<file path="config.mk">
export PLATFORM = sky130hd
export DESIGN_NAME = ctm_top
export DESIGN_NICKNAME = d
export VERILOG_FILES = /design/src/design/ctm_pkg.sv /design/src/design/ctm_top.sv
export VERILOG_INCLUDE_DIRS = /design/src /design/src/design
export SDC_FILE = /design/constraint.sdc
export NUM_CORES = 1
export LEC_CHECK = 0
export ABC_CLOCK_PERIOD_IN_PS = 7100
export BUFFER_PORTS_ARGS = -buffer_cell sky130_fd_sc_hd__buf_2
export CORE_ASPECT_RATIO = 1.5
export CORE_MARGIN = 4
export CORE_UTILIZATION = 50
export CTS_CLUSTER_DIAMETER = 200
export CTS_CLUSTER_SIZE = 14
export DETAILED_ROUTE_END_ITERATION = 12
export HOLD_SLACK_MARGIN = 0.03
export PLACE_DENSITY = 0.68
export SYNTH_ARGS = -nofsm -noshare
export SYNTH_HDL_FRONTEND = slang
export SYNTH_SLANG_ARGS = --single-unit
</file>
<file path="constraint.sdc">
create_clock -name clk_i -period 7.1 [get_ports clk_i]
set_input_delay 0.71 -clock clk_i [delete_from_list [all_inputs] [get_ports clk_i]]
set_output_delay 0.71 -clock clk_i [all_outputs]
set_load 0.005 [all_outputs]
</file>
<file path="src/design/ctm_map.svh">
// Function
// - Three modes: compare-match output, timer/event counter, PWM output.
// - One external clock input, two output pins, same or inverse signal.
// - Ten-bit up-counter advanced by the selected clock source.
// - Period comparator checks three-bit value against counter bits 9 to 7.
// - Match-A comparator checks ten-bit value against all counter bits.
// - Software cannot load the counter; only timer-on rising edge clears it.
// - Counter clears on overflow or compare match, raising event flags.
// - Counter readable as low byte bits 7-0, high byte bits 9-8.
// - Match value held in read/write byte pair, reset zero.
// - High counter and high match bytes read zero in bits 7 to 2.
// - Pause bit freezes counter; clearing resumes from held value.
// - Clock select: sys/4, sys, high/16, high/64, timebase, pin edges.
// - Reserved clock-select code 101 gives no counter clock.
// - Timer-on enables counting, clear stops and holds, rise zeroes.
// - Compare mode: timer-on rise restores output to initial level bit.
// - Low bytes go through one 8-bit buffer, moved on high-byte access.
// - Period codes 1 to 7 match at 128 times code; 0 overflows.
// - Clear-select: 0 period match or overflow, 1 match-A; unused in PWM.
// - Mode field: 00 compare, 10 PWM, 11 timer, 01 undefined.
`ifndef CTM_MAP_SVH
`define CTM_MAP_SVH

`define CTM_OFF_CTRL0 3'h0
`define CTM_OFF_CTRL1 3'h1
`define CTM_OFF_CNT_LO 3'h2
`define CTM_OFF_CNT_HI 3'h3
`define CTM_OFF_MATCH_LO 3'h4
`define CTM_OFF_MATCH_HI 3'h5
`define CTM_OFF_FLAGS 3'h6
`define CTM_OFF_OUTCFG 3'h7

`define CTM_C0_PAUSE 7
`define CTM_C0_CKSEL_HI 6
`define CTM_C0_CKSEL_LO 4
`define CTM_C0_ON 3
`define CTM_C0_PER_HI 2
`define CTM_C0_PER_LO 0
`define CTM_C1_MODE_HI 7
`define CTM_C1_MODE_LO 6
`define CTM_C1_IO_HI 5
`define CTM_C1_IO_LO 4
`define CTM_C1_INIT 3
`define CTM_C1_POL 2
`define CTM_C1_DPX 1
`define CTM_C1_CCLR 0
`define CTM_FLAG_A 0
`define CTM_FLAG_P 1
`define CTM_OCFG_B_INV 0

`define CTM_RST_BYTE 8'h00
`define CTM_RST_CNT 10'h000
`define CTM_CNT_MAX 10'h3FF
`define CTM_PER_NONE 3'h0
`define CTM_SYS_DIV_LAST 2'h3
`define CTM_HDIV16_LAST 6'h0F
`define CTM_HDIV64_LAST 6'h3F
`define CTM_IO_NONE 2'h0
`define CTM_IO_LOW 2'h1
`define CTM_IO_HIGH 2'h2
`define CTM_IO_TOGGLE 2'h3

`endif

</file>
<file path="src/design/ctm_pkg.sv">
package ctm_pkg;
  typedef enum logic [2:0] {
    CTM_CK_SYS4 = 3'h0,
    CTM_CK_SYS = 3'h1,
    CTM_CK_H16 = 3'h2,
    CTM_CK_H64 = 3'h3,
    CTM_CK_TBC = 3'h4,
    CTM_CK_RSVD = 3'h5,
    CTM_CK_EXT_RISE = 3'h6,
    CTM_CK_EXT_FALL = 3'h7
  } ctm_cksel_t;

  typedef enum logic [1:0] {
    CTM_MODE_CMP = 2'h0,
    CTM_MODE_UNDEF = 2'h1,
    CTM_MODE_PWM = 2'h2,
    CTM_MODE_TMR = 2'h3
  } ctm_mode_t;
endpackage : ctm_pkg

</file>
<file path="src/design/ctm_top.sv">
`timescale 1ns/1ns
`include "ctm_map.svh"

module ctm_top
  import ctm_pkg::*;
(
  input wire logic clk_i, // System clock, 20 MHz
  input wire logic rst_b_i, // Async reset, active low
  input wire logic [2:0] addr_i, // Register address
  input wire logic [7:0] wdata_i, // Write data
  input wire logic wr_i, // Write strobe
  input wire logic rd_i, // Read strobe
  output logic [7:0] rdata_o, // Read data, cycle after strobe
  input wire logic hclk_tick_i, // High clock tick, same domain
  input wire logic tbc_clk_i, // Timebase clock level, async
  input wire logic ext_clk_i, // External clock pin, async
  output logic tp_a_o, // Timer output pin a
  output logic tp_b_o, // Timer output pin b
  output logic flag_a_o, // Match-A event flag
  output logic flag_p_o // Period event flag
);

  ////////////////////////////////////////////////////////////////
  // Reset release and input synchronisers
  logic [1:0] rst_sync_q;
  logic rst_b;
  always_ff @(posedge clk_i or negedge rst_b_i) begin
    if (!rst_b_i) begin
      rst_sync_q <= 2'h0;
    end else begin
      rst_sync_q <= {rst_sync_q[0], 1'b1};
    end
  end
  assign rst_b = rst_sync_q[1];

  // Reset to the idle-low pin level, so no false edge follows reset
  logic [2:0] ext_sync_q;
  logic [2:0] tbc_sync_q;
  always_ff @(posedge clk_i or negedge rst_b) begin
    if (!rst_b) begin
      ext_sync_q <= 3'h0;
      tbc_sync_q <= 3'h0;
    end else begin
      ext_sync_q <= {ext_sync_q[1:0], ext_clk_i};
      tbc_sync_q <= {tbc_sync_q[1:0], tbc_clk_i};
    end
  end

  logic ext_rise;
  logic ext_fall;
  logic tbc_rise;
  assign ext_rise = ext_sync_q[1] & ~ext_sync_q[2];
  assign ext_fall = ~ext_sync_q[1] & ext_sync_q[2];
  assign tbc_rise = tbc_sync_q[1] & ~tbc_sync_q[2];

  ////////////////////////////////////////////////////////////////
  // Registers
  logic [7:0] ctrl0_q;
  logic [7:0] ctrl1_q;
  logic [9:0] match_q;
  logic [7:0] buf_q;
  logic [7:0] rdata_q;
  logic out_b_inv_q;
  logic [9:0] cnt_q;
  logic [9:0] cnt_d;
  logic flag_a_q;
  logic flag_p_q;

  logic wr_c0;
  logic wr_c1;
  logic wr_ocfg;
  logic wr_mlo;
  logic wr_mhi;
  logic rd_chi;
  logic rd_mhi;
  logic timer_on;
  logic pause;
  logic [2:0] per_code;
  logic [1:0] io_sel;
  logic init_lvl;
  logic pol;
  logic dpx;
  logic cclr;
  ctm_cksel_t cksel;
  ctm_mode_t mode;

  assign wr_c0 = wr_i && addr_i == `CTM_OFF_CTRL0;
  assign wr_c1 = wr_i && addr_i == `CTM_OFF_CTRL1;
  assign timer_on = ctrl0_q[`CTM_C0_ON];
  assign pause = ctrl0_q[`CTM_C0_PAUSE];
  assign per_code = ctrl0_q[`CTM_C0_PER_HI:`CTM_C0_PER_LO];
  assign cksel = ctm_cksel_t'(ctrl0_q[`CTM_C0_CKSEL_HI:`CTM_C0_CKSEL_LO]);
  assign mode = ctm_mode_t'(ctrl1_q[`CTM_C1_MODE_HI:`CTM_C1_MODE_LO]);
  assign io_sel = ctrl1_q[`CTM_C1_IO_HI:`CTM_C1_IO_LO];
  assign init_lvl = ctrl1_q[`CTM_C1_INIT];
  assign pol = ctrl1_q[`CTM_C1_POL];
  assign dpx = ctrl1_q[`CTM_C1_DPX];
  assign cclr = ctrl1_q[`CTM_C1_CCLR];
  assign wr_ocfg = wr_i && addr_i == `CTM_OFF_OUTCFG;
  assign wr_mlo = wr_i && addr_i == `CTM_OFF_MATCH_LO;
  assign wr_mhi = wr_i && addr_i == `CTM_OFF_MATCH_HI;
  assign rd_chi = rd_i && addr_i == `CTM_OFF_CNT_HI;
  assign rd_mhi = rd_i && addr_i == `CTM_OFF_MATCH_HI;

  // Control writes land whole; nothing is locked while running
  always_ff @(posedge clk_i or negedge rst_b) begin
    if (!rst_b) begin
      ctrl0_q <= `CTM_RST_BYTE;
    end else if (wr_c0) begin
      ctrl0_q <= wdata_i;
    end
  end

  always_ff @(posedge clk_i or negedge rst_b) begin
    if (!rst_b) begin
      ctrl1_q <= `CTM_RST_BYTE;
    end else if (wr_c1) begin
      ctrl1_q <= wdata_i;
    end
  end

  always_ff @(posedge clk_i or negedge rst_b) begin
    if (!rst_b) begin
      out_b_inv_q <= 1'b0;
    end else if (wr_ocfg) begin
      out_b_inv_q <= wdata_i[`CTM_OCFG_B_INV];
    end
  end

  // Low-byte buffer and match pair
  // One buffer for both pairs: a high read spoils a pending low write
  always_ff @(posedge clk_i or negedge rst_b) begin
    if (!rst_b) begin
      buf_q <= `CTM_RST_BYTE;
      match_q <= `CTM_RST_CNT;
    end else begin
      if (wr_mlo) begin
        buf_q <= wdata_i;
      end else if (wr_mhi) begin
        match_q <= {wdata_i[1:0], buf_q};
      end else if (rd_chi) begin
        buf_q <= cnt_q[7:0];
      end else if (rd_mhi) begin
        buf_q <= match_q[7:0];
      end
    end
  end

  // Read data, one cycle after the strobe
  // Idle value zero keeps the bus quiet between reads
  always_ff @(posedge clk_i or negedge rst_b) begin
    if (!rst_b) begin
      rdata_q <= `CTM_RST_BYTE;
    end else if (rd_i) begin
      unique case (addr_i)
        `CTM_OFF_CTRL0: rdata_q <= ctrl0_q;
        `CTM_OFF_CTRL1: rdata_q <= ctrl1_q;
        `CTM_OFF_CNT_LO: rdata_q <= buf_q;
        `CTM_OFF_CNT_HI: rdata_q <= {6'h00, cnt_q[9:8]};
        `CTM_OFF_MATCH_LO: rdata_q <= buf_q;
        `CTM_OFF_MATCH_HI: rdata_q <= {6'h00, match_q[9:8]};
        `CTM_OFF_FLAGS: rdata_q <= {6'h00, flag_p_q, flag_a_q};
        `CTM_OFF_OUTCFG: rdata_q <= {7'h00, out_b_inv_q};
      endcase
    end else begin
      rdata_q <= `CTM_RST_BYTE;
    end
  end
  assign rdata_o = rdata_q;

  ////////////////////////////////////////////////////////////////
  // Clock source selection
  logic [1:0] sys_div_q;
  logic [5:0] h_div_q;
  logic tick;
  logic h16_last;
  logic h64_last;

  always_ff @(posedge clk_i or negedge rst_b) begin
    if (!rst_b) begin
      sys_div_q <= 2'h0;
      h_div_q <= 6'h00;
    end else begin
      sys_div_q <= sys_div_q + 2'h1;
      if (hclk_tick_i) begin
        h_div_q <= h_div_q + 6'h01;
      end
    end
  end

  // Dividers run free, so a new selection may start mid-period
  assign h16_last = h_div_q[3:0] == 4'(`CTM_HDIV16_LAST);
  assign h64_last = h_div_q == `CTM_HDIV64_LAST;

  always_comb begin
    unique case (cksel)
      CTM_CK_SYS4: tick = sys_div_q == `CTM_SYS_DIV_LAST;
      CTM_CK_SYS: tick = 1'b1;
      CTM_CK_H16: tick = hclk_tick_i && h16_last;
      CTM_CK_H64: tick = hclk_tick_i && h64_last;
      CTM_CK_TBC: tick = tbc_rise;
      CTM_CK_RSVD: tick = 1'b0;
      CTM_CK_EXT_RISE: tick = ext_rise;
      CTM_CK_EXT_FALL: tick = ext_fall;
    endcase
  end

  ////////////////////////////////////////////////////////////////
  // Counter and comparators
  logic on_prev_q;
  logic on_rise;
  logic step;
  logic [9:0] cnt_inc;
  logic hit_p;
  logic hit_a;
  logic ovf;
  logic clr;
  logic ev_a;
  logic ev_p;

  always_ff @(posedge clk_i or negedge rst_b) begin
    if (!rst_b) begin
      on_prev_q <= 1'b0;
    end else begin
      on_prev_q <= timer_on;
    end
  end
  assign on_rise = timer_on & ~on_prev_q;

  // Off and pause both hold the count; only on-rise zeroes it
  assign step = tick && timer_on && !pause;
  assign cnt_inc = cnt_q + 10'h001;
  // 3FF wraps to zero by itself; no clear needed
  assign ovf = cnt_q == `CTM_CNT_MAX;
  // Period code scales by 128 through the top three bits
  assign hit_p = per_code != `CTM_PER_NONE &&
                 cnt_inc[9:7] == per_code &&
                 cnt_inc[6:0] == 7'h00;
  // Match value zero never hits, so the count overflows quietly
  assign hit_a = match_q != `CTM_RST_CNT && cnt_inc == match_q;

  always_comb begin
    clr = 1'b0;
    ev_a = 1'b0;
    ev_p = 1'b0;
    if (step) begin
      if (mode == CTM_MODE_PWM) begin
        // Period source picked by the duty/period swap bit
        clr = dpx ? hit_a : (hit_p || (per_code == `CTM_PER_NONE && ovf));
        ev_a = hit_a;
        ev_p = hit_p || (per_code == `CTM_PER_NONE && ovf);
      end else if (cclr) begin
        clr = hit_a;
        ev_a = hit_a;
      end else begin
        clr = hit_p;
        ev_a = hit_a;
        ev_p = hit_p || (per_code == `CTM_PER_NONE && ovf);
      end
    end
  end

  always_comb begin
    cnt_d = cnt_q;
    if (on_rise) begin
      cnt_d = `CTM_RST_CNT;
    end else if (step) begin
      cnt_d = clr ? `CTM_RST_CNT : cnt_inc;
    end
  end

  always_ff @(posedge clk_i or negedge rst_b) begin
    if (!rst_b) begin
      cnt_q <= `CTM_RST_CNT;
    end else begin
      cnt_q <= cnt_d;
    end
  end

  // Sticky flags, write one to clear; a new event wins
  logic wr_flags;
  assign wr_flags = wr_i && addr_i == `CTM_OFF_FLAGS;
  always_ff @(posedge clk_i or negedge rst_b) begin
    if (!rst_b) begin
      flag_a_q <= 1'b0;
    end else if (ev_a) begin
      flag_a_q <= 1'b1;
    end else if (wr_flags && wdata_i[`CTM_FLAG_A]) begin
      flag_a_q <= 1'b0;
    end
  end

  always_ff @(posedge clk_i or negedge rst_b) begin
    if (!rst_b) begin
      flag_p_q <= 1'b0;
    end else if (ev_p) begin
      flag_p_q <= 1'b1;
    end else if (wr_flags && wdata_i[`CTM_FLAG_P]) begin
      flag_p_q <= 1'b0;
    end
  end
  assign flag_a_o = flag_a_q;
  assign flag_p_o = flag_p_q;

  ////////////////////////////////////////////////////////////////
  // Output generation
  logic cmp_lvl_q;
  logic pwm_act;
  logic lvl;
  logic pin_a;
  logic tp_a_q;
  logic tp_b_q;

  // Level moves on A events and reloads the initial level on on-rise; period events leave it alone
  always_ff @(posedge clk_i or negedge rst_b) begin
    if (!rst_b) begin
      cmp_lvl_q <= 1'b0;
    end else if (mode == CTM_MODE_CMP) begin
      if (on_rise) begin
        cmp_lvl_q <= init_lvl;
      end else if (ev_a) begin
        unique case (io_sel)
          `CTM_IO_NONE: cmp_lvl_q <= cmp_lvl_q;
          `CTM_IO_LOW: cmp_lvl_q <= 1'b0;
          `CTM_IO_HIGH: cmp_lvl_q <= 1'b1;
          `CTM_IO_TOGGLE: cmp_lvl_q <= ~cmp_lvl_q;
        endcase
      end
    end
  end

  // PWM active while counter is below the duty value
  always_comb begin
    if (dpx) begin
      pwm_act = cnt_q[9:7] < per_code;
    end else begin
      pwm_act = cnt_q < match_q;
    end
  end

  always_comb begin
    unique case (mode)
      CTM_MODE_CMP: lvl = cmp_lvl_q;
      CTM_MODE_PWM: begin
        unique case (io_sel)
          2'h0: lvl = ~init_lvl;
          2'h1: lvl = init_lvl;
          2'h2: lvl = pwm_act ? init_lvl : ~init_lvl;
          default: lvl = 1'b0;
        endcase
      end
      default: lvl = 1'b0;
    endcase
  end

  // Timer/counter and undefined modes hold pin a low; pin b follows its inverse setting
  assign pin_a = (mode == CTM_MODE_PWM || mode == CTM_MODE_CMP) ?
                 (lvl ^ pol) : 1'b0;

  // Pin b carries pin a or its inverse
  always_ff @(posedge clk_i or negedge rst_b) begin
    if (!rst_b) begin
      tp_a_q <= 1'b0;
      tp_b_q <= 1'b0;
    end else begin
      tp_a_q <= pin_a;
      tp_b_q <= pin_a ^ out_b_inv_q;
    end
  end
  assign tp_a_o = tp_a_q;
  assign tp_b_o = tp_b_q;

endmodule : ctm_top

</file>
==> flow_metrics.env <==
export IMPL_status="finished clean"
export IMPL_max_freq_mhz=342
export IMPL_cts_num_sinks=75
export IMPL_routed_via_density=5.86
export IMPL_yosysSeqAreaShare_pct=42.3
export IMPL_antenna_found_initial=0
export IMPL_cp_slowest_stage_delay_ns=0.53
export IMPL_switching_power_mw=0.444
export IMPL_slowest_stage="dfrtp_1"
export IMPL_nets=502
export IMPL_antennaDiodeCount=0
export IMPL_grt_max_degree=74
export IMPL_reg2reg_to="cnt_q[9]"
export IMPL_fin_crit_sh_pct=41.2
export IMPL_postSynthAreaPerCell_um2=9.88
export IMPL_critPathArrivalTime_ns=3.14
export IMPL_grt_pass1_vias=3531
export IMPL_slew_violations=0
export IMPL_htreeDepth=3
export IMPL_grt_overflow=0
export IMPL_slew_headroom_pct=36.1
export IMPL_ys_warn_count=0
export IMPL_fin_crit_ns=2.93
export IMPL_numCtsBuffers=9
export IMPL_cts_root_buf="clkbuf_16"
export IMPL_p_int_mw=1.01
export IMPL_fill_cells=780
export IMPL_final_area_um2=4980
export IMPL_place_area_um2=4630
export IMPL_dr_pass1_iters=5
export IMPL_crit_chain="ha_1 -> nand4_1 -> nor2_2 -> xnor2_1 -> a2111oi_4 -> nand4_2 -> a2bb2o_4 -> nor2_8 -> nor3_2"
export IMPL_grt_util_all_layers_pct=21.8
export IMPL_r2r_cells=9
export IMPL_syn_area_um2=4430
export IMPL_dp_hpwl_um=7920
export IMPL_cellLeakagePower_nw=2.28
export IMPL_fp_coreArea_um2=8520
export IMPL_post_cts_buffers=0
export IMPL_clock_path_buffers=2
export IMPL_required_ns=7.32
export IMPL_synthCells=449
export IMPL_drc=0
export IMPL_cts_tree="done"
export IMPL_multi_input_area_um2=2370
export IMPL_switching_share_pct=30.5
export IMPL_ys_top_cells_by_area="dfrtp_1, mux2_2, ha_1"
export IMPL_rows=41
export IMPL_place_congestion=0.815
export IMPL_ys_seq_elements=75
export IMPL_synthArstFlopShare_pct=100
export IMPL_ir_drop_mv=0.206
export IMPL_wl_per_cell_um=18.6
export IMPL_initial_core_util_pct=52.1
export IMPL_io_buffers=29
export IMPL_ant_nets=0
export IMPL_hold_path_class="in2async"
export IMPL_synth_top_cell_area_share_pct=42.3
export IMPL_path_class="reg2reg"
export IMPL_die_x_um=84.9
export IMPL_synth_edff_count=0
export IMPL_synth_largest_area_cell="dfrtp_1"
export IMPL_final_hold_viol_count=0
export IMPL_area_delta_synth_final_pct=12.3
export IMPL_yosys_most_used_dff="dfrtp_1"
export IMPL_clk_pin_slew_ns=0.06
export IMPL_synth_cell_types=68
export IMPL_io_pins=30
export IMPL_postCtsHoldBufs=0
export IMPL_clkLatencyLatePin_ns=0.34
export IMPL_cap_violations=0
export IMPL_start_kind="flip-flop"
export IMPL_wirelength_um=10800
export IMPL_finClkSkew_ns=0.00468
export IMPL_r2r_start="cnt_q[1]"
export IMPL_rsz0062_at_grt="no"
export IMPL_power_frac_seq_pct=41.0
export IMPL_r2r_slack_ns=4.17
export IMPL_die_area_um2=10500
export IMPL_setup_viol=0
export IMPL_dieHeight_um=123
export IMPL_clkPwrFrac_pct=36.7
export IMPL_grt_pass1_wl_um=17700
export IMPL_tns_ns=0
export IMPL_cp_end_kind="flip-flop"
export IMPL_cts_resized=0
export IMPL_drt_initial_drc_count=216
export IMPL_regArea_um2=1880
export IMPL_powerDensity_nw_per_um2=292
export IMPL_vias=3398
export IMPL_crit_fanout=8
export IMPL_p_comb_share_pct=22.2
export IMPL_drive_above_1_share_pct=20.7
export IMPL_tightest_slew_ns=0.956
export IMPL_synth_net_count=483
==> synth_stat cells, drive strengths merged (2+ instances only) <==
library cell and number:
a2111oi 4, a211oi 4, a21oi 27, a31oi 6
and3 3, and4 2, buf 12, clkbuf 12
dfrtp 75, ha 16, inv 22, maj3 3
mux2 26, mux2i 14, nand2 42, nand2b 4
nand3 6, nand3b 3, nand4 6, nand4b 2
nor2 45, nor2b 6, nor3 15, nor3b 2
nor4 2, o211ai 5, o21a 2, o21ai 27
o22ai 2, o31ai 2, or2 3, xnor2 21
xor2 8
==> critical path: cells and delay by family, from the launching register on <==
kind | cells | cell delay (ns)
fa+ha+maj | 1 | 0.34
xor+xnor | 1 | 0.15
simple gates | 5 | 1.11
compound gates | 2 | 0.68
flops | 1 | 0.53
==> per-layer routing <==
metal  vias to the layer above  GRT usage (%)  wire length [um]
li1                       1614              -                 -
met1                      1683           25.1              4230
met2                        71           38.2              5720
met3                        30           3.33               325
met4                         0           13.0               504
met5                         -              0                 0
==> registers in the layout, summed over array words and instances (netlist names), 2 cells and up <==
register	flops
tbc_sync_q	3
rdata_o	8
ctrl0_q	8
ctrl1_q	8
sys_div_q	2
buf_q	8
match_q	10
rst_sync_q	2
cnt_q	10
h_div_q	6
ext_sync_q	3
==> cells by family after synthesis <==
logic type	count (synthesis)	share of synthesized area, %
other	1	0.0846
multiplexers	41	10.3
AO/OA/AOI/OAI	91	13.5
XOR/XNOR	30	6.24
AND/OR/NAND/NOR	146	18.2
buffers and inverters	46	4.26
flip-flops	75	42.3
adder cells (fa/ha/maj)	19	5.19
==> placed cells by master, fill, tap and decap left out, types with 4 or more instances in the layout <==
cell,n
nor2b_1,6
mux2_2,26
mux2i_1,14
a211oi_1,4
o21ai_0,26
dfrtp_1,74
o211ai_1,5
nand2b_1,4
a31oi_1,6
xor2_1,8
nor3_2,8
xnor2_1,21
ha_1,16
nand4_1,4
a21oi_1,26
inv_1,21
nand3_1,6
buf_2,29
nor3_1,7
clkbuf_16,9
nand2_1,42
nor2_1,43
==> metrics by stage <==
step                setup WS, ns  hold WS (ns)  instances  total power [mW]  utilization, %
CTS                         4.17         0.136        580              1.46            58.5
finish                      4.17         0.142        580              1.46            58.5
global route                3.95         0.139        580              1.53            58.5
floorplan                   4.75         0.331        449             0.819               -
global placement            4.22         0.334        564             0.913            54.4
detailed placement          4.19         0.340        564             0.928            54.4
==> worst max-delay path by stage <==
stage                        start        to  slack (ns)  cells past startpoint
final                     cnt_q[1]  cnt_q[9]        4.17                      9
after global routing      cnt_q[1]  cnt_q[9]        3.95                      9
after CTS                 cnt_q[1]  cnt_q[9]        4.17                      9
after detailed placement  cnt_q[1]  cnt_q[9]        4.19                      9
after global placement    cnt_q[1]  cnt_q[8]        4.22                      9
after floorplan           cnt_q[1]  cnt_q[2]        4.75                      9
==> power by group through the flow <==
stage / clock network (mW) / logic, mW / registers [mW]
after floorplan: 0 / 0.242 / 0.576
after global placement: 0 / 0.315 / 0.599
after detailed placement: 0 / 0.324 / 0.604
after CTS: 0.541 / 0.326 / 0.597
after global routing: 0.558 / 0.362 / 0.609
final: 0.535 / 0.323 / 0.598
==> area by class of cell <==
cell class                      instances  area share (%)
Clock buffer                           10            4.80
Clock inverter                          6            2.24
Inverter                               22            1.66
Multi-Input combinational cell        328            47.6
Sequential cell                        75            37.7
Tap cell                              107            2.69
Timing Repair Buffer                   32            3.37
Note: power is estimated with default switching activity, not from simulation.
